--- src/logic/cmd_pkg.sv ---
package cmd_pkg;
  localparam int CLK_PERIOD_NS = 8;
  localparam int NS_PER_US = 1000;
  localparam int CYC_PER_US = NS_PER_US / CLK_PERIOD_NS;

  localparam logic [10:0] OP_WRITE_SETUP_GROUP = 11'h001;
  localparam logic [10:0] OP_READ_SETUP_GROUP = 11'h002;
  localparam logic [10:0] OP_READ_CELL_GROUP_A = 11'h004;
  localparam logic [10:0] OP_READ_CELL_GROUP_B = 11'h006;
  localparam logic [10:0] OP_READ_CELL_GROUP_C = 11'h008;
  localparam logic [10:0] OP_READ_CELL_GROUP_D = 11'h00A;
  localparam logic [10:0] OP_READ_AUX_GROUP_A = 11'h00C;
  localparam logic [10:0] OP_READ_AUX_GROUP_B = 11'h00E;
  localparam logic [10:0] OP_READ_SYS_GROUP_A = 11'h010;
  localparam logic [10:0] OP_READ_SYS_GROUP_B = 11'h012;
  localparam logic [10:0] OP_CLEAR_CELL_GROUP = 11'h711;
  localparam logic [10:0] OP_CLEAR_AUX_GROUP = 11'h712;
  localparam logic [10:0] OP_CLEAR_SYS_GROUP = 11'h713;
  localparam logic [10:0] OP_POLL_CONVERSION = 11'h714;
  localparam logic [10:0] OP_CHECK_MUX = 11'h715;
  localparam logic [10:0] OP_WRITE_LINK_GROUP = 11'h721;
  localparam logic [10:0] OP_READ_LINK_GROUP = 11'h722;

  // opcode field positions
  localparam int F_GRP_HI = 10;
  localparam int F_GRP_LO = 9;
  localparam int F_RATE_HI = 8;
  localparam int F_RATE_LO = 7;
  localparam int F_PAT_HI = 6;
  localparam int F_PAT_LO = 5;
  localparam int F_DIR = 6;
  localparam int F_OW = 5;
  localparam int F_BAL = 4;
  localparam int F_B3 = 3;
  localparam int F_SEL_HI = 2;
  localparam int F_SEL_LO = 0;
  // first command byte: broadcast/address split
  localparam int F_ADDR_FLAG = 7;
  localparam int F_ADDR_HI = 6;
  localparam int F_ADDR_LO = 3;

  localparam logic [2:0] RATE_27K = 3'h0;
  localparam logic [2:0] RATE_14K = 3'h1;
  localparam logic [2:0] RATE_7K = 3'h2;
  localparam logic [2:0] RATE_3K = 3'h3;
  localparam logic [2:0] RATE_2K = 3'h4;
  localparam logic [2:0] RATE_26HZ = 3'h5;

  // conversion times in microseconds, fastest rate first
  localparam int T_ALL_US [6] = '{1100, 1300, 2300, 3000, 4400, 201000};
  localparam int T_PAIR_US [6] = '{201, 230, 405, 501, 754, 34000};
  localparam int T_SYS_ALL_US [6] = '{748, 865, 1600, 2000, 3000, 134000};

  localparam logic [5:0][27:0] ALL_CYC_DEF = {
    28'(T_ALL_US[5] * CYC_PER_US), 28'(T_ALL_US[4] * CYC_PER_US),
    28'(T_ALL_US[3] * CYC_PER_US), 28'(T_ALL_US[2] * CYC_PER_US),
    28'(T_ALL_US[1] * CYC_PER_US), 28'(T_ALL_US[0] * CYC_PER_US)};
  localparam logic [5:0][27:0] PAIR_CYC_DEF = {
    28'(T_PAIR_US[5] * CYC_PER_US), 28'(T_PAIR_US[4] * CYC_PER_US),
    28'(T_PAIR_US[3] * CYC_PER_US), 28'(T_PAIR_US[2] * CYC_PER_US),
    28'(T_PAIR_US[1] * CYC_PER_US), 28'(T_PAIR_US[0] * CYC_PER_US)};
  localparam logic [5:0][27:0] SYS_ALL_CYC_DEF = {
    28'(T_SYS_ALL_US[5] * CYC_PER_US), 28'(T_SYS_ALL_US[4] * CYC_PER_US),
    28'(T_SYS_ALL_US[3] * CYC_PER_US), 28'(T_SYS_ALL_US[2] * CYC_PER_US),
    28'(T_SYS_ALL_US[1] * CYC_PER_US), 28'(T_SYS_ALL_US[0] * CYC_PER_US)};

  localparam logic [15:0] ST1_FAST = 16'h9565;
  localparam logic [15:0] ST1_MID = 16'h9553;
  localparam logic [15:0] ST1_SLOW = 16'h9555;
  localparam logic [15:0] ST2_FAST = 16'h6A9A;
  localparam logic [15:0] ST2_MID = 16'h6AAC;
  localparam logic [15:0] ST2_SLOW = 16'h6AAA;

  typedef enum logic [4:0] {
    K_NONE = 5'h00, K_WRITE_SETUP_GROUP = 5'h01, K_READ_SETUP_GROUP = 5'h02,
    K_READ_CELL_GROUP_A = 5'h03, K_READ_CELL_GROUP_B = 5'h04, K_READ_CELL_GROUP_C = 5'h05,
    K_READ_CELL_GROUP_D = 5'h06, K_READ_AUX_GROUP_A = 5'h07, K_READ_AUX_GROUP_B = 5'h08,
    K_READ_SYS_GROUP_A = 5'h09, K_READ_SYS_GROUP_B = 5'h0A, K_CONVERT_CELLS = 5'h0B,
    K_CONVERT_OPEN_WIRE = 5'h0C, K_CHECK_CELLS_SELFTEST = 5'h0D, K_CONVERT_AUX = 5'h0E,
    K_CHECK_AUX_SELFTEST = 5'h0F, K_CONVERT_SYS = 5'h10, K_CHECK_SYS_SELFTEST = 5'h11,
    K_CONVERT_CELLS_AUX12 = 5'h12, K_CLEAR_CELL_GROUP = 5'h13, K_CLEAR_AUX_GROUP = 5'h14,
    K_CLEAR_SYS_GROUP = 5'h15, K_POLL_CONVERSION = 5'h16, K_CHECK_MUX = 5'h17,
    K_WRITE_LINK_GROUP = 5'h18, K_READ_LINK_GROUP = 5'h19
  } cmd_kind_t;

  typedef enum logic [1:0] {
    ST_IDLE = 2'b01,
    ST_BUSY = 2'b10
  } cmd_state_t;

  typedef struct packed {
    logic [7:0] opcode_high_byte;
    logic [7:0] low_byte;
  } cmd_frame_t;

  typedef struct packed {
    logic [2:0] adc_rate_sel;
    logic balance_allow;
    logic wire_test_current_dir;
    logic [11:0] cell_mask;
    logic [5:0] aux_mask;
    logic [2:0] sys_group_sel;
    logic [1:0] diag_pattern_sel;
    logic [15:0] diag_result;
    logic [27:0] conv_cycles;
  } cmd_opts_t;

  localparam cmd_opts_t OPTS_RST = '0;
  localparam logic [27:0] CNT_RST = 28'h0000000;
endpackage

--- src/logic/cmd_decoder.sv ---
`timescale 1ns/1ps
// Behaviour
// - 0x001 writes, 0x002 reads setup group
// - 0x004..0x00A read cell groups A-D
// - 0x00C, 0x00E read aux groups A, B
// - 0x010, 0x012 read system groups A, B
// - cell conversion encoding and its fields
// - open-wire conversion encoding and its fields
// - cell self-test encoding, pattern and rate
// - aux conversion encoding, selection and rate
// - aux self-test encoding, pattern and rate
// - system conversion encoding, selection and rate
// - system self-test encoding, pattern and rate
// - combined cells plus aux12 conversion encoding
// - 0x711-0x713 clear cell, aux, system groups
// - 0x714 reports conversion still in progress
// - 0x715 runs mux check, reports busy
// - 0x721 writes, 0x722 reads link group
// - rate field maps per alternate-rate option
// - balance bit permits discharge during conversion
// - cell selection: all or pair n, n+6
// - cell-pair conversion times per rate
// - direction bit: 0 pull-down, 1 pull-up
// - broadcast or matching address accepted
// - aux selection: all, input n, reference
// - system selection 5, 6 acts as aux
// - fixed self-test results per pattern, rate
module cmd_decoder #(
  parameter logic [5:0][27:0] ALL_CYC = cmd_pkg::ALL_CYC_DEF,
  parameter logic [5:0][27:0] PAIR_CYC = cmd_pkg::PAIR_CYC_DEF,
  parameter logic [5:0][27:0] SYS_ALL_CYC = cmd_pkg::SYS_ALL_CYC_DEF
) (
  input wire logic clk,
  input wire logic reset_n,
  input wire logic cmd_valid,
  input wire cmd_pkg::cmd_frame_t cmd_frame,
  input wire logic alt_rate_opt,
  input wire logic [3:0] device_addr,
  output cmd_pkg::cmd_kind_t dec_kind,
  output logic dec_valid,
  output logic dec_ignored,
  output cmd_pkg::cmd_opts_t opts,
  output logic conv_busy,
  output logic poll_valid,
  output logic poll_busy
);
  logic [10:0] cc;
  logic [2:0] sel;
  logic [1:0] md;
  logic [1:0] pat;
  logic is_broadcast;
  logic is_addressed;
  logic for_me;
  logic grp01;
  logic grp10;
  logic sel_all;
  logic sel_max;
  logic hit_cells;
  logic hit_open;
  logic hit_cell_st;
  logic hit_aux;
  logic hit_aux_st;
  logic hit_sys;
  logic hit_sys_as_aux;
  logic hit_sys_st;
  logic hit_cvax;
  logic [2:0] rate;
  cmd_pkg::cmd_kind_t kind;
  logic known;
  logic starts_conv;
  logic reports;
  logic [27:0] cyc_all;
  logic [27:0] cyc_pair;
  logic [27:0] cyc_sel;
  logic [15:0] st_result;
  cmd_pkg::cmd_opts_t next_opts;
  cmd_pkg::cmd_state_t state;
  cmd_pkg::cmd_state_t next_state;
  logic [27:0] cnt;
  logic [27:0] next_cnt;
  logic take;

  assign cc = {cmd_frame.opcode_high_byte[2:0], cmd_frame.low_byte};
  assign sel = cc[cmd_pkg::F_SEL_HI:cmd_pkg::F_SEL_LO];
  assign md = cc[cmd_pkg::F_RATE_HI:cmd_pkg::F_RATE_LO];
  assign pat = cc[cmd_pkg::F_PAT_HI:cmd_pkg::F_PAT_LO];

  assign is_broadcast = cmd_frame.opcode_high_byte[7:3] == 5'h00;
  assign is_addressed = cmd_frame.opcode_high_byte[cmd_pkg::F_ADDR_FLAG] &&
    (cmd_frame.opcode_high_byte[cmd_pkg::F_ADDR_HI:cmd_pkg::F_ADDR_LO] == device_addr);
  assign for_me = cmd_valid && (is_broadcast || is_addressed);

  assign grp01 = cc[cmd_pkg::F_GRP_HI:cmd_pkg::F_GRP_LO] == 2'h1;
  assign grp10 = cc[cmd_pkg::F_GRP_HI:cmd_pkg::F_GRP_LO] == 2'h2;
  assign sel_all = sel == 3'h0;
  assign sel_max = sel == 3'h7;

  // selection 111 is no valid channel, so it is left to the self-test forms and the cells plus aux12 form
  assign hit_cell_st = grp01 && cc[4:3] == 2'h0 && sel_max;
  assign hit_cells = grp01 && pat == 2'h3 && !cc[cmd_pkg::F_B3] && !sel_max;
  assign hit_open = grp01 && cc[cmd_pkg::F_OW] && cc[cmd_pkg::F_B3] && !sel_max;
  assign hit_aux_st = grp10 && cc[4:3] == 2'h0 && sel_max;
  assign hit_aux = grp10 && pat == 2'h3 && cc[4:3] == 2'h0 && !sel_max;
  assign hit_cvax = grp10 && pat == 2'h3 && cc[3:0] == 4'hF;
  assign hit_sys_st = grp10 && !cc[cmd_pkg::F_BAL] && cc[cmd_pkg::F_B3] && sel_max &&
    !hit_cvax;
  assign hit_sys = grp10 && pat == 2'h3 && !cc[cmd_pkg::F_BAL] && cc[cmd_pkg::F_B3] &&
    sel < 3'h5;
  assign hit_sys_as_aux = grp10 && pat == 2'h3 && !cc[cmd_pkg::F_BAL] && cc[cmd_pkg::F_B3] &&
    (sel == 3'h5 || sel == 3'h6);

  assign kind =
    (cc == cmd_pkg::OP_WRITE_SETUP_GROUP) ? cmd_pkg::K_WRITE_SETUP_GROUP :
    (cc == cmd_pkg::OP_READ_SETUP_GROUP) ? cmd_pkg::K_READ_SETUP_GROUP :
    (cc == cmd_pkg::OP_READ_CELL_GROUP_A) ? cmd_pkg::K_READ_CELL_GROUP_A :
    (cc == cmd_pkg::OP_READ_CELL_GROUP_B) ? cmd_pkg::K_READ_CELL_GROUP_B :
    (cc == cmd_pkg::OP_READ_CELL_GROUP_C) ? cmd_pkg::K_READ_CELL_GROUP_C :
    (cc == cmd_pkg::OP_READ_CELL_GROUP_D) ? cmd_pkg::K_READ_CELL_GROUP_D :
    (cc == cmd_pkg::OP_READ_AUX_GROUP_A) ? cmd_pkg::K_READ_AUX_GROUP_A :
    (cc == cmd_pkg::OP_READ_AUX_GROUP_B) ? cmd_pkg::K_READ_AUX_GROUP_B :
    (cc == cmd_pkg::OP_READ_SYS_GROUP_A) ? cmd_pkg::K_READ_SYS_GROUP_A :
    (cc == cmd_pkg::OP_READ_SYS_GROUP_B) ? cmd_pkg::K_READ_SYS_GROUP_B :
    (cc == cmd_pkg::OP_CLEAR_CELL_GROUP) ? cmd_pkg::K_CLEAR_CELL_GROUP :
    (cc == cmd_pkg::OP_CLEAR_AUX_GROUP) ? cmd_pkg::K_CLEAR_AUX_GROUP :
    (cc == cmd_pkg::OP_CLEAR_SYS_GROUP) ? cmd_pkg::K_CLEAR_SYS_GROUP :
    (cc == cmd_pkg::OP_POLL_CONVERSION) ? cmd_pkg::K_POLL_CONVERSION :
    (cc == cmd_pkg::OP_CHECK_MUX) ? cmd_pkg::K_CHECK_MUX :
    (cc == cmd_pkg::OP_WRITE_LINK_GROUP) ? cmd_pkg::K_WRITE_LINK_GROUP :
    (cc == cmd_pkg::OP_READ_LINK_GROUP) ? cmd_pkg::K_READ_LINK_GROUP :
    hit_cell_st ? cmd_pkg::K_CHECK_CELLS_SELFTEST :
    hit_cells ? cmd_pkg::K_CONVERT_CELLS :
    hit_open ? cmd_pkg::K_CONVERT_OPEN_WIRE :
    hit_cvax ? cmd_pkg::K_CONVERT_CELLS_AUX12 :
    hit_aux_st ? cmd_pkg::K_CHECK_AUX_SELFTEST :
    (hit_aux || hit_sys_as_aux) ? cmd_pkg::K_CONVERT_AUX :
    hit_sys_st ? cmd_pkg::K_CHECK_SYS_SELFTEST :
    hit_sys ? cmd_pkg::K_CONVERT_SYS :
    cmd_pkg::K_NONE;

  assign known = kind != cmd_pkg::K_NONE;
  assign starts_conv = kind inside {cmd_pkg::K_CONVERT_CELLS, cmd_pkg::K_CONVERT_OPEN_WIRE,
    cmd_pkg::K_CHECK_CELLS_SELFTEST, cmd_pkg::K_CONVERT_AUX, cmd_pkg::K_CHECK_AUX_SELFTEST,
    cmd_pkg::K_CONVERT_SYS, cmd_pkg::K_CHECK_SYS_SELFTEST, cmd_pkg::K_CONVERT_CELLS_AUX12,
    cmd_pkg::K_CHECK_MUX};
  assign reports = kind == cmd_pkg::K_POLL_CONVERSION || kind == cmd_pkg::K_CHECK_MUX;
  assign take = for_me && known;

  // rate code 00 is not defined; it is taken as the fastest pair
  assign rate = (md == 2'h2) ? (alt_rate_opt ? cmd_pkg::RATE_3K : cmd_pkg::RATE_7K) :
    (md == 2'h3) ? (alt_rate_opt ? cmd_pkg::RATE_2K : cmd_pkg::RATE_26HZ) :
    (alt_rate_opt ? cmd_pkg::RATE_14K : cmd_pkg::RATE_27K);

  assign cyc_all = ALL_CYC[rate];
  assign cyc_pair = PAIR_CYC[rate];
  assign cyc_sel =
    (kind == cmd_pkg::K_CHECK_MUX) ? PAIR_CYC[cmd_pkg::RATE_27K] :
    (kind == cmd_pkg::K_CONVERT_SYS) ? (sel_all ? SYS_ALL_CYC[rate] : cyc_pair) :
    (kind inside {cmd_pkg::K_CONVERT_CELLS, cmd_pkg::K_CONVERT_OPEN_WIRE,
      cmd_pkg::K_CONVERT_AUX}) ? (sel_all ? cyc_all : cyc_pair) :
    cyc_all;

  assign st_result =
    (pat == 2'h1) ? ((rate == cmd_pkg::RATE_27K) ? cmd_pkg::ST1_FAST :
      (rate == cmd_pkg::RATE_14K) ? cmd_pkg::ST1_MID : cmd_pkg::ST1_SLOW) :
    (pat == 2'h2) ? ((rate == cmd_pkg::RATE_27K) ? cmd_pkg::ST2_FAST :
      (rate == cmd_pkg::RATE_14K) ? cmd_pkg::ST2_MID : cmd_pkg::ST2_SLOW) :
    16'h0000;

  always_comb begin
    next_opts = opts;
    if (take && kind != cmd_pkg::K_POLL_CONVERSION && starts_conv) begin
      next_opts = cmd_pkg::OPTS_RST;
      next_opts.adc_rate_sel = rate;
      next_opts.conv_cycles = cyc_sel;
      if (kind inside {cmd_pkg::K_CONVERT_CELLS, cmd_pkg::K_CONVERT_OPEN_WIRE,
          cmd_pkg::K_CONVERT_CELLS_AUX12}) begin
        next_opts.balance_allow = cc[cmd_pkg::F_BAL];
      end
      if (kind == cmd_pkg::K_CONVERT_OPEN_WIRE) begin
        next_opts.wire_test_current_dir = cc[cmd_pkg::F_DIR];
      end
      if (kind == cmd_pkg::K_CONVERT_CELLS || kind == cmd_pkg::K_CONVERT_OPEN_WIRE) begin
        if (sel_all) begin
          next_opts.cell_mask = 12'hFFF;
        end else begin
          next_opts.cell_mask = 12'(12'h041 << (sel - 3'h1));
        end
      end
      if (kind == cmd_pkg::K_CONVERT_CELLS_AUX12) begin
        next_opts.cell_mask = 12'hFFF;
        next_opts.aux_mask = 6'h03;
      end
      if (kind == cmd_pkg::K_CONVERT_AUX) begin
        if (sel_all) begin
          next_opts.aux_mask = 6'h3F;
        end else begin
          next_opts.aux_mask = 6'(6'h01 << (sel - 3'h1));
        end
      end
      if (kind == cmd_pkg::K_CONVERT_SYS) begin
        next_opts.sys_group_sel = sel;
      end
      if (kind inside {cmd_pkg::K_CHECK_CELLS_SELFTEST, cmd_pkg::K_CHECK_AUX_SELFTEST,
          cmd_pkg::K_CHECK_SYS_SELFTEST}) begin
        next_opts.diag_pattern_sel = pat;
        next_opts.diag_result = st_result;
      end
    end
  end

  // a new conversion while busy restarts the timer with the new length
  always_comb begin
    next_state = state;
    next_cnt = cnt;
    case (state)
      cmd_pkg::ST_IDLE: begin
        next_cnt = cmd_pkg::CNT_RST;
      end
      cmd_pkg::ST_BUSY: begin
        if (cnt == cmd_pkg::CNT_RST) begin
          next_state = cmd_pkg::ST_IDLE;
        end else begin
          next_cnt = cnt - 28'h0000001;
        end
      end
      default: begin
        next_state = cmd_pkg::ST_IDLE;
        next_cnt = cmd_pkg::CNT_RST;
      end
    endcase
    if (take && starts_conv) begin
      next_state = cmd_pkg::ST_BUSY;
      next_cnt = cyc_sel - 28'h0000001;
    end
  end

  always_ff @(posedge clk or negedge reset_n) begin
    if (!reset_n) begin
      state <= cmd_pkg::ST_IDLE;
      cnt <= cmd_pkg::CNT_RST;
      opts <= cmd_pkg::OPTS_RST;
    end else begin
      state <= next_state;
      cnt <= next_cnt;
      opts <= next_opts;
    end
  end

  always_ff @(posedge clk or negedge reset_n) begin
    if (!reset_n) begin
      dec_kind <= cmd_pkg::K_NONE;
      dec_valid <= 1'b0;
      dec_ignored <= 1'b0;
      conv_busy <= 1'b0;
      poll_valid <= 1'b0;
      poll_busy <= 1'b0;
    end else begin
      dec_kind <= take ? kind : dec_kind;
      dec_valid <= take;
      dec_ignored <= cmd_valid && !take;
      conv_busy <= next_state == cmd_pkg::ST_BUSY;
      poll_valid <= take && reports;
      poll_busy <= (take && reports) ? (next_state == cmd_pkg::ST_BUSY) : poll_busy;
    end
  end
endmodule

--- config.mk ---
export PLATFORM = sky130hd
export DESIGN_NAME = cmd_decoder
export DESIGN_NICKNAME = d
export VERILOG_FILES = /design/src/logic/cmd_pkg.sv /design/src/logic/cmd_decoder.sv
export SDC_FILE = /design/constraint.sdc
export NUM_CORES = 1
export LEC_CHECK = 0
export ABC_AREA = 1
export BUFFER_PORTS_ARGS = -buffer_cell sky130_fd_sc_hd__buf_2
export CAP_MARGIN = 0
export CELL_PAD_IN_SITES_DETAIL_PLACEMENT = 1
export CELL_PAD_IN_SITES_GLOBAL_PLACEMENT = 1
export CORE_AREA = 3 3 132 134
export DETAILED_ROUTE_END_ITERATION = 16
export DIE_AREA = 0 0 135 137
export MAX_ROUTING_LAYER = met4
export PLACE_DENSITY = 0.89
export SYNTH_ARGS = -nofsm -noshare
export SYNTH_HDL_FRONTEND = slang
export SYNTH_SLANG_ARGS = --single-unit
--- constraint.sdc ---
create_clock -name clk -period 2.5 [get_ports clk]
set_input_delay 0.5 -clock clk [delete_from_list [all_inputs] [get_ports clk]]
set_output_delay 0.5 -clock clk [all_outputs]
set_load 0.02 [all_outputs]
==> results.md <==
- Ant diodes: 0
- CP max FO: 12
- Skew-Pair Late Insertion Delay: about 0.38 ns
- Main area contributors after synthesis: dfrtp_1 (35%), nand2_1 (16%), nor2_1 (8.2%)
- Slew Viols, Final: 0
- DR WL/cell: ~22 µm
- Routed wire length: 31.7 mm
- Yosys top cell by area: dfrtp_1
- Critical Path End Type: flop
- GPL Wtd Cong: 0.975
- Hold slack: 0.120 ns
- Grt ovf: 0
- Sequential share of power: 0.359
- Filler instances: 2135
- Post-synth top cells: nand2_1 (291), nor2_1 (145), inv_1 (126), dfrtp_1 (93), o21ai_0 (86)
- Total chip power: 0.00474 W
- Placeable Area: 0.0164 mm²
- Initial Util: 0.405
- Setup slack after layout: -0.217 ns
- Initial antenna violation count: 0
- Final HPWL DP: 19.6 mm
- Crit path time final: 2.72 ns
- Asr flop ratio synth: 1.00
- Main synth FF type: dfrtp_1
- Max Clk Rate: 368 MHz
- Pwr Density: 522 mW/mm²
- CTS Root Cell: clkbuf_16
- Number of CTS-inserted buffers: 9
- Avg Vias per Cell: 5.66
- Combinational power share: 0.310
- Sw Ratio: 0.373
- Clk network pwr share: 0.330
- Clock Skews: 0.00750 ns
- Max-cap viol count: 0
- Mapped Avg Cell Area: 6.68 µm²
- Dpl cells: 1408
- Synth cell types: 44
- Worst-case vdd ir drop: 0.371 mV
- Worst-path clk slew: 0.08 ns
- Slew headroom: 0.568
- WP data arrival: 2.99 ns
- Share of layout cells above drive strength 1: 0.301
- Clock Sinks: 94
- Slew at the pin with the worst max-slew slack: 0.647 ns
- CTS H-tree lvls: 3
- Most common cell in the synthesized netlist: nand2_1
- Non-Filler Instances: 1442
- Largest net degree at the start of global routing: 43
- Mapped Area: between 0.006 and 0.007 mm²
- Detailed-route DRC error count: 0
- DIE AREA: 0.0185 mm²
- Detailed Route Iter0 Violations: 950
- Die Ht: 137 µm
- Flops & latches, synth: 94
- Post-Place Setup Slack: -0.475 ns
- Sequential fraction of the synthesis area: 0.354
- Port Buffers: between 100 and 150
- Pre-antenna DRT Iters: 5
- FP Rows: 47
- Critical path launch point type: primary input
- Switching power: 0.00177 W
- Pleak: 5.22 nW
- Internal: 0.00297 W
- Remaining antenna violation count after routing: 0
- Tot GR Track Use: 0.293
- Synth-to-layout area growth: 36.4%
- Kind of critical path: in -> reg
- Violations in the final reports: setup timing
- CP required: 2.78 ns
- Post-synth EDFFs: 0
- Synth top area share: 0.350
- Hold_buf cts: 0
- Final Hold Fails: 0
- YS warnings: 0
- Post-layout util: 0.553
- Status: complete, but fails checks
- First-pass GRT wire length: 41.7 mm
- Vias in the first global route: 8013
- Post-Syn Instances: 996
- # nets final: 1251
- Final Setup Violations: 74
- CTS tree: yes
- # IOs: 106
- Hold Crit Class: in -> async
- Max Root-Sink Buffers: 2
- Die W: 135 µm
- Routed vias: 8164
- Final Cycle Share: 1.09
## cell type report
| cell class | instances | area [µm²] | area share |
|---|---|---|---|
| clock buffers | 9 | 225 | 0.0248 |
| multi-input cells | 720 | 3700 | 0.408 |
| repair buffers | 259 | 1920 | 0.212 |
| well taps | 220 | 275 | 0.0303 |
| inverters | 133 | 510 | 0.0563 |
| flip-flops and latches | 94 | 2350 | 0.259 |
| clock inverters | 7 | 90.1 | 0.00993 |
## power by group through the flow
stage                     logic [W]  clock network, W  registers (W)
after detailed placement    0.00128                 0        0.00172
after floorplan            0.000635                 0        0.00182
after global routing        0.00158           0.00162        0.00171
final                       0.00147           0.00157        0.00170
after global placement      0.00122                 0        0.00171
after CTS                   0.00131           0.00153        0.00169
## layer usage
layer | wire length (µm) | GRT usage | vias up | share of wire
met1 | 12100 | 0.344 | 4001 | 0.38
met3 | 2010 | 0.0360 | 158 | 0.064
li1 | - | - | 3552 | -
met2 | 15700 | 0.518 | 453 | 0.49
met4 | 1830 | 0.106 | 0 | 0.058
met5 | 0 | - | - | 0
## metrics by stage
stage          TNS (ns)  area [µm²]
2_1_floorplan         0        6690
3_3_place_gp     -27.79        8240
3_5_place_dp     -30.60        8240
4_1_cts         -0.0203        8630
5_1_grt          -11.74        9070
6_report          -5.07        9070
## critical path, cell delays in order
cell and delay, ns:
clkbuf_4 0.17, nor2_1 0.08, inv_2 0.10, nor2_1 0.08, o21ai_0 0.33, nand2_1 0.13, nor3_1 0.33, nand2_1 0.15
nor2_2 0.18, nand3_4 0.15, buf_6 0.17, nand2_8 0.07, nor2_4 0.06, buf_12 0.15, nand2_1 0.10, nand2_1 0.10
nand2_1 0.08, inv_1 0.05
## repair_timing
item                                    in CTS  in global routing
buffers inserted                             1                 13
gates cloned                                 1                  3
pin swaps                                    2                 26
resized for setup                           12                 85
endpoints found under the setup margin      62                 82
## cell usage in the layout (no fill, tap or decap), types with 11 or more instances in the layout
cell type	synthesis	final
nor2_2	3	17
o21ai_0	86	82
nand4_1	16	16
buf_2	11	95
buf_4	25	138
nand2_2	1	19
nand3_1	51	46
inv_1	126	118
a21oi_1	24	20
xor2_1	17	17
nand2_1	291	271
dfrtp_1	93	93
clkbuf_16	0	11
nor2_1	145	123
xnor2_1	12	12
## path summary, 6_finish.rpt
kind,from,end,slack [ns],depth (start not counted)
worst max-delay path,cmd_frame[2],cnt[2],-0.22,18
worst min-delay path,reset_n,dec_kind[3],0.12,1
worst max register to register,cnt[2],cnt[23],-0.05,14
worst min register to register,opts[19],opts[19],0.48,2
max in group asynchronous,reset_n,state[0],1.70,2
min in group clk,cmd_valid,dec_ignored,0.35,3
## sequential cells by signal, summed over array words and instances, names as in the netlist
name	count
cnt	28
conv_busy	1
dec_ignored	1
dec_kind	5
dec_valid	1
opts	54
poll_busy	1
poll_valid	1
state	2
## cell families after synthesis
kind of cell	count (synthesis)	share of synthesized area
fa+ha+maj	10	0.0188
compound gates	138	0.113
simple gates	539	0.345
buf+inv	185	0.131
xor+xnor	29	0.0382
flops	94	0.354
other cells	1	0.000564
(Power assumes the default switching activity.)
